### src/fetch_pc_cfg.svh
/*
 * constants for the fetch sequencer and program counter: widths,
 * register offsets, reset values and timing counts.
 * assumes inclusion by bare name from the package and the modules.
 */
`ifndef FETCH_PC_CFG_SVH
`define FETCH_PC_CFG_SVH

`define PC_WIDTH 12
`define PC_LOW_WIDTH 8
`define PC_RESET_ADDR 12'h000
`define STACK_DEPTH 8
`define STACK_PTR_WIDTH 3
`define REG_ADDR_WIDTH 4
`define REG_PCL_OFFSET 4'h0
`define REG_STATUS_OFFSET 4'h1
`define REG_PCH_OFFSET 4'h2
`define STATUS_FULL_BIT 0
`define STATUS_EMPTY_BIT 1
`define STATUS_DUMMY_BIT 2
`define PHASE_COUNT 4

`endif

### src/fetch_pc_pkg.sv
/*
 * types shared by the fetch sequencer and its phase generator.
 * assumes fetch_pc_cfg.svh on the include path.
 */
`include "fetch_pc_cfg.svh"

package fetch_pc_pkg;

    // one-hot phase bundle, exactly one high per core clock
    typedef struct packed {
        logic t4;
        logic t3;
        logic t2;
        logic t1;
    } phase_t;

    // what the decode/execute side asks of the counter for this cycle
    typedef enum logic [2:0] {
        CF_SEQ = 3'b000,
        CF_JUMP = 3'b001,
        CF_CALL = 3'b010,
        CF_IRQ = 3'b011,
        CF_RET = 3'b100,
        CF_INTERRUPT_RETURN_INSTR = 3'b101,
        CF_SKIP = 3'b110
    } ctrl_op_t;

    typedef struct packed {
        ctrl_op_t op;
        logic [`PC_WIDTH-1:0] target;
    } ctrl_req_t;

    // instruction-cycle kinds of the sequencer
    typedef enum logic [1:0] {
        CYC_EXEC = 2'b00,
        CYC_DUMMY = 2'b01
    } cyc_state_t;

endpackage

### src/phase_gen.sv
/*
 * four-phase non-overlapping phase generator for one instruction cycle.
 * assumes a single core clock and a synchronous active-low reset.
 */
`timescale 1ns/10ps

module phase_gen
    import fetch_pc_pkg::*;
(
    input wire logic i_core_clk,
    input wire logic i_nrst,
    output fetch_pc_pkg::phase_t o_phase
);

    logic [1:0] cnt_q;
    logic [1:0] cnt_d;
    phase_t phase_d;
    phase_t phase_q;

    // rotate through phases; reset parks on the last phase so t1 is first after release
    assign cnt_d = cnt_q + 2'h1;
    assign phase_d = phase_t'(4'h1 << cnt_d);

    always_ff @(posedge i_core_clk) begin
        if (!i_nrst) begin
            cnt_q <= 2'h3;
            phase_q <= phase_t'(4'h8);
        end else begin
            cnt_q <= cnt_d;
            phase_q <= phase_d;
        end
    end

    assign o_phase = phase_q;

endmodule

### src/fetch_pc.sv
/*
 * instruction fetch sequencer and program counter with return stack.
 * assumes program memory answers within one phase and decode presents
 * its control request during t4 of the executing instruction cycle.
 */
// Function
// - four non-overlapping phases run in order and one pass is one instruction cycle.
// - the counter advances at the start of phase one and the fetch happens in that phase.
// - the next fetch overlaps execution so plain instructions complete one per cycle.
// - a counter-changing instruction takes two instruction cycles.
// - the counter increases by one after each instruction unless control is redirected.
// - jump, call, interrupt and reset load the target address instead of the increment.
// - a taken skip discards the fetched instruction and runs a dummy cycle.
// - the counter is twelve bits and only its low byte is a software read/write register.
// - writing the low byte jumps within the current 256-word page, high bits kept.
// - writing the low byte inserts one dummy cycle to prefetch the new address.
// - after reset the counter is zero and execution starts there.
// - call and interrupt push the counter; both returns pop it back.
`timescale 1ns/10ps

`include "fetch_pc_cfg.svh"

module fetch_pc
    import fetch_pc_pkg::*;
#(
    parameter int PC_W = `PC_WIDTH,
    parameter int DEPTH = `STACK_DEPTH
) (
    input wire logic i_core_clk,
    input wire logic i_nrst,
    input wire fetch_pc_pkg::ctrl_req_t i_ctrl,
    input wire logic [15:0] i_instr,
    input wire logic [`REG_ADDR_WIDTH-1:0] i_reg_addr,
    input wire logic [7:0] i_reg_wdata,
    input wire logic i_reg_wr,
    input wire logic i_reg_rd,
    output logic [7:0] o_reg_rdata,
    output logic [PC_W-1:0] o_fetch_addr,
    output logic o_fetch_en,
    output logic [15:0] o_exec_instr,
    output logic o_exec_valid,
    output fetch_pc_pkg::phase_t o_phase
);

    localparam int SP_W = $clog2(DEPTH);

    phase_t phase;
    logic [PC_W-1:0] pc_q;
    logic [PC_W-1:0] pc_d;
    logic [PC_W-1:0] stack_mem [DEPTH];
    logic [SP_W:0] sp_q;
    logic [SP_W:0] sp_d;
    cyc_state_t cyc_q;
    cyc_state_t cyc_d;
    logic [15:0] fetched_q;
    logic [15:0] exec_q;
    logic exec_valid_q;
    logic fetch_en_q;
    logic [7:0] rdata_q;
    logic pcl_wr_pend_q;
    logic [7:0] pcl_wr_val_q;
    logic boot_q;

    phase_gen u_phase (
        .i_core_clk(i_core_clk),
        .i_nrst(i_nrst),
        .o_phase(phase)
    );

    // stack bookkeeping; a push on a full stack overwrites the newest entry
    function automatic logic [SP_W-1:0] slot(input logic [SP_W:0] sp);
        slot = sp[SP_W-1:0];
    endfunction

    wire end_of_cycle = phase.t4;
    wire is_call = (i_ctrl.op == CF_CALL) || (i_ctrl.op == CF_IRQ);
    wire is_ret = (i_ctrl.op == CF_RET) || (i_ctrl.op == CF_INTERRUPT_RETURN_INSTR);
    wire is_jump = (i_ctrl.op == CF_JUMP);
    wire is_skip = (i_ctrl.op == CF_SKIP);
    wire stack_empty = (sp_q == '0);
    wire stack_full = (sp_q == (SP_W+1)'(DEPTH));
    wire exec_cycle = (cyc_q == CYC_EXEC);
    wire branch_now = exec_cycle && (is_jump || is_call || is_ret);
    wire [PC_W-1:0] pc_inc = pc_q + PC_W'(1);
    wire [PC_W-1:0] stack_top = stack_mem[slot(sp_q - (SP_W+1)'(1))];
    wire [PC_W-1:0] page_target = {pc_q[PC_W-1:8], pcl_wr_val_q};

    // software access decode
    wire wr_pcl = i_reg_wr && (i_reg_addr == `REG_PCL_OFFSET);
    wire [7:0] status_word = {5'h00, exec_cycle ? 1'b0 : 1'b1, stack_empty, stack_full};
    wire [7:0] rd_mux;
    assign rd_mux = (i_reg_addr == `REG_PCL_OFFSET) ? pc_q[7:0] :
                    (i_reg_addr == `REG_STATUS_OFFSET) ? status_word :
                    (i_reg_addr == `REG_PCH_OFFSET) ? 8'(pc_q[PC_W-1:8]) :
                    8'h00;

    // next program counter, chosen once per instruction cycle at the t4/t1 boundary
    always_comb begin
        pc_d = pc_q;
        cyc_d = cyc_q;
        sp_d = sp_q;
        if (end_of_cycle) begin
            cyc_d = CYC_EXEC;
            pc_d = boot_q ? pc_q : pc_inc;
            if (boot_q) begin
                cyc_d = CYC_EXEC;
            end else if (pcl_wr_pend_q) begin
                pc_d = page_target;
                cyc_d = CYC_DUMMY;
            end else if (exec_cycle && is_skip) begin
                cyc_d = CYC_DUMMY;
            end else if (branch_now) begin
                cyc_d = CYC_DUMMY;
                if (is_ret && !stack_empty) begin
                    pc_d = stack_top;
                    sp_d = sp_q - (SP_W+1)'(1);
                end else if (is_call) begin
                    pc_d = i_ctrl.target;
                    sp_d = stack_full ? sp_q : sp_q + (SP_W+1)'(1);
                end else if (is_jump) begin
                    pc_d = i_ctrl.target;
                end
            end
        end
    end

    // program counter, cycle state and stack pointer
    always_ff @(posedge i_core_clk) begin
        if (!i_nrst) begin
            pc_q <= PC_W'(`PC_RESET_ADDR);
            cyc_q <= CYC_EXEC;
            sp_q <= '0;
        end else begin
            pc_q <= pc_d;
            cyc_q <= cyc_d;
            sp_q <= sp_d;
        end
    end

    // stack storage; on overflow the newest slot is overwritten
    // the counter already points past the call, so it is the return address
    always_ff @(posedge i_core_clk) begin
        if (end_of_cycle && branch_now && is_call && !pcl_wr_pend_q && !boot_q) begin
            stack_mem[slot(stack_full ? sp_q - (SP_W+1)'(1) : sp_q)] <= pc_q;
        end
    end

    // software write to the low byte is held until the cycle boundary
    always_ff @(posedge i_core_clk) begin
        if (!i_nrst) begin
            pcl_wr_pend_q <= 1'b0;
            pcl_wr_val_q <= 8'h00;
        end else if (wr_pcl) begin
            pcl_wr_pend_q <= 1'b1;
            pcl_wr_val_q <= i_reg_wdata;
        end else if (end_of_cycle) begin
            pcl_wr_pend_q <= 1'b0;
        end
    end

    // first boundary after reset keeps the counter, so the reset address is fetched first
    always_ff @(posedge i_core_clk) begin
        if (!i_nrst) begin
            boot_q <= 1'b1;
        end else if (end_of_cycle) begin
            boot_q <= 1'b0;
        end
    end

    // fetch in t1 overlapping execution of the previous word
    always_ff @(posedge i_core_clk) begin
        if (!i_nrst) begin
            fetch_en_q <= 1'b0;
            fetched_q <= 16'h0000;
        end else begin
            fetch_en_q <= end_of_cycle;
            if (phase.t1) begin
                fetched_q <= i_instr;
            end
        end
    end

    // execute stage: a dummy cycle presents no valid instruction
    always_ff @(posedge i_core_clk) begin
        if (!i_nrst) begin
            exec_q <= 16'h0000;
            exec_valid_q <= 1'b0;
        end else if (end_of_cycle) begin
            exec_q <= fetched_q;
            exec_valid_q <= !boot_q && (cyc_d == CYC_EXEC) && (cyc_q == CYC_EXEC || !pcl_wr_pend_q);
        end
    end

    // read data one cycle after the strobe; unmapped offsets read zero
    always_ff @(posedge i_core_clk) begin
        if (!i_nrst) begin
            rdata_q <= 8'h00;
        end else if (i_reg_rd) begin
            rdata_q <= rd_mux;
        end
    end

    assign o_reg_rdata = rdata_q;
    assign o_fetch_addr = pc_q;
    assign o_fetch_en = fetch_en_q;
    assign o_exec_instr = exec_q;
    assign o_exec_valid = exec_valid_q;
    assign o_phase = phase;

endmodule

### config.mk
export PLATFORM = sky130hd
export DESIGN_NAME = fetch_pc
export DESIGN_NICKNAME = d
export VERILOG_FILES = /design/src/fetch_pc_pkg.sv /design/src/phase_gen.sv /design/src/fetch_pc.sv
export VERILOG_INCLUDE_DIRS = /design/src /design/src/src
export SDC_FILE = /design/constraint.sdc
export NUM_CORES = 1
export LEC_CHECK = 0
export ABC_CLOCK_PERIOD_IN_PS = 4700
export BUFFER_PORTS_ARGS = -buffer_cell sky130_fd_sc_hd__buf_4
export CORE_MARGIN = 2
export CORE_UTILIZATION = 40
export DETAILED_ROUTE_END_ITERATION = 6
export MAX_ROUTING_LAYER = met4
export RECOVER_POWER = 100
export SETUP_SLACK_MARGIN = 0.4
export SLEW_MARGIN = 20
export SYNTH_ARGS = -nofsm -noshare
export SYNTH_HDL_FRONTEND = slang
export SYNTH_SLANG_ARGS = --single-unit
export TNS_END_PERCENT = 10
### constraint.sdc
create_clock -name i_core_clk -period 4.7 [get_ports i_core_clk]
set_input_delay 0.235 -clock i_core_clk [delete_from_list [all_inputs] [get_ports i_core_clk]]
set_output_delay 0.235 -clock i_core_clk [all_outputs]
set_load 0.05 [all_outputs]
==> flow_summary.toml <==
[sta]
worst_pin_slew_ns = 1.06
report.final.slew_viol_count = 0
fin_tns_setup_ns = 0
hold_viol = 0
grt_setup_unrepaired = "false"
slew_headroom_pct = 28.8
setup_viol = 0
fmax_mhz = 294
finalClockSkew_ns = 0.00580
fin_crit_sh_pct = 72.4
min_period_ns = 3.40

[drt]
dr.pass1.iters = 5
post-route-drc-count = 0
wl_per_cell_um = 20.2
vias_per_cell = 5.55
vias = 5049
wirelength_um = 18400
drt_iter0_drc = 419
antenna_left = 0

[floorplan]
die_w_um = 139
dieArea_um2 = 19400
rows = 49
ios = 89
core_area_um2 = 18000
start_util_pct = 40.8
die_h_um = 139

[yosys]
yosysMostFrequentCell = "edfxtp_1"
synth_top_cell_area_share_pct = 39.4
ys_seq_area_share_pct = 60.1
syn_avg_cell_area_um2 = 12.7
synthXorXnorAreaFrac_pct = 1.20
synth_top_area_cell = "edfxtp_1"
synth-compound-area-share_pct = 10.3
synthTopCellsByCount = "edfxtp_1, dfxtp_1, nor2_1"
synth_edf_count = 96
synthAdderAreaFrac_pct = 0.683
syn_nets = 630
yosys.area_share.simple_pct = 12.2
yosys_warnings = 0
async_flop_share_pct = 0
postSynthCellCount = 579
yosysUniqueCellTypes = 64
synth-seq-cells = 172
ys.flop_type = "edfxtp_1"
synthMuxAreaShare_pct = 12.6
syn_area_um2 = 7320
synth_top_family_by_area = "multiplexers"
synth_area_leaders = "edfxtp_1, dfxtp_1, mux4_2"

[critical_path]
worst_setup_path_start_kind = "flop"
crit_slowest_cell = "nor3_1"
critPathMaxStageDelay_ns = 0.62
cp_max_fo = 24
cp.required_ns = 4.77
cp_top_family = "simple AND/OR/NAND/NOR gates"
worst-endpoint-arrival_ns = 3.48
path_common_cell = "clkbuf_1"
worstPathCellList = "buf_4 -> nand2b_1 -> nor2_1 -> clkbuf_1 -> nand4b_1 -> nor3_1 -> clkbuf_1"
critPathKind = "flop to flop"
cp_num_buf_inv = 3
worstSetupEndpointType = "flop"

[global_routing]
overflow = 0
first_global_vias = 5045
grt_start_max_net_pins = 40
grt_usage_pct = 19.8
antenna_found_initial = 0
grt_pass1_wl_um = 28800

[clocking]
clk_latency_ns = 0.44
root_buffer = "clkbuf_16"
cts_resized = 0
htree_levels = 4
clock_path_buffers = 2
postCtsSetupBuffers = 0
cts_sinks = 172
numCtsBuffers = 17
clk_pin_slew_ns = 0.07
cts_tree = "yes"
postCtsHoldBufs = 0

[place]
globalplace.congestion = 0.881
io_buffers = 88
dp_hpwl_um = 12800

[power]
pwr-share-seq_pct = 50.2
leakagePower_nw = 2.94
pwr-share-clk_pct = 40.8
p_int_w = 0.00247
p_switching_w = 0.000877
finalPower_w = 0.00334
ir_worst_vdd_v = 0.000286
netSwitchingFraction_pct = 26.2
combPwrFrac_pct = 8.9
power_density_nw_per_um2 = 390

[min_path]
hp-class = "input port to flop"

[run]
cap_violations = 0

[cells_and_area]
drive_gt1_share_pct = 16.5
fill_cells = 1655
areaGrowthSynthToFinish_pct = 17.0
final_nets = 718
antenna_cells = 0

[run_status]
outcome = "finished clean"
## final cells by class
| cell class | count | area [um2] | share of cell area (%) |
|---|---|---|---|
| Timing Repair Buffer | 104 | 571 | 6.66 |
| Inverter | 9 | 33.8 | 0.394 |
| Clock inverter | 14 | 124 | 1.45 |
| Tap cell | 229 | 287 | 3.34 |
| Multi-Input combinational cell | 363 | 2700 | 31.5 |
| Sequential cell | 172 | 4410 | 51.4 |
| Clock buffer | 18 | 450 | 5.26 |
## placed cells by master (no fill, tap or decap), types with 3 or more instances in the layout
master,instances
a211oi_1,3
a21boi_0,9
a21o_1,3
a21oi_1,21
a22o_1,4
a22oi_1,4
a31oi_1,6
and2_1,5
and3_1,3
buf_4,48
clkbuf_1,56
clkbuf_16,18
dfxtp_1,75
edfxtp_1,96
ha_1,4
inv_1,9
inv_6,3
inv_8,5
mux2i_1,38
mux4_2,24
nand2_1,32
nand2b_1,11
nand3_1,27
nand4_1,3
nor2_1,51
nor2b_1,11
nor3_1,11
nor4_1,3
o211ai_1,4
o21a_1,6
o21ai_0,21
o221ai_1,3
o22ai_1,3
or3_1,6
xnor2_1,7
xor2_1,3
## state kept, by name, summed over array words and instances (netlist names), named ones only
signal	flops
sp_q	4
u_phase.o_phase	4
o_exec_valid	1
o_fetch_en	1
fetched_q	16
pcl_wr_val_q	8
u_phase.cnt_q	2
o_reg_rdata	8
cyc_q	2
o_exec_instr	16
stack_mem	96
o_fetch_addr	11
pcl_wr_pend_q	1
boot_q	1
## final timing paths
kind / start / end / slack, ns / cells after the start
setup / recovery: u_phase.o_phase[3] / stack_mem[2][4] / 1.30 / 7
hold / removal: i_instr[7] / fetched_q[7] / 0.03 / 3
setup reg to reg: u_phase.o_phase[3] / stack_mem[2][4] / 1.30 / 7
hold reg to reg: u_phase.cnt_q[0] / u_phase.cnt_q[0] / 0.45 / 1
## cell families after synthesis
family | after synthesis
adders and majority gates | 4
DFF | 172
AOI/OAI and AO/OA | 109
buffers and inverters | 44
muxes | 62
xor gates and xnor gates | 10
and+or+nand+nor | 178
## worst reg2reg max path: stages, from the launching register on
cell      delay, ns
dfxtp_1        0.31
buf_4          0.32
nand2b_1       0.35
nor2_1         0.17
clkbuf_1       0.43
nand4b_1       0.30
nor3_1         0.62
clkbuf_1       0.54
## metal layers
metal / vias up / GRT usage, % / part of all wire (%)
li1: 2356 / - / -
met1: 2467 / 26.7 / 45
met2: 197 / 30.5 / 47
met3: 29 / 3.79 / 5.6
met4: 0 / 6.22 / 1.7
met5: - / - / 0
## through the flow
| step | utilization, % | std cells | instance area [um2] | hold WS, ns | worst slack [ns] |
|---|---|---|---|---|---|
| after floorplan | - | 579 | 7320 | 0.382 | 1.70 |
| after global placement | 45.8 | 877 | 8230 | 0.413 | 1.95 |
| after detailed placement | 45.8 | 877 | 8230 | 0.441 | 1.93 |
| after CTS | 49.0 | 909 | 8810 | 0.0162 | 1.92 |
| after global routing | 47.7 | 909 | 8570 | 0.0320 | 1.06 |
| final | 47.7 | 909 | 8570 | 0.0305 | 1.30 |
## power groups by stage
stage               clock network [W]  logic (W)  registers [W]
finish                        0.00137   0.000299        0.00168
global route                  0.00145   0.000322        0.00169
CTS                           0.00139   0.000316        0.00168
detailed placement                  0   0.000315        0.00171
global placement                    0   0.000311        0.00171
floorplan                           0   0.000171        0.00174
Note: power is estimated with default switching activity, not from simulation.
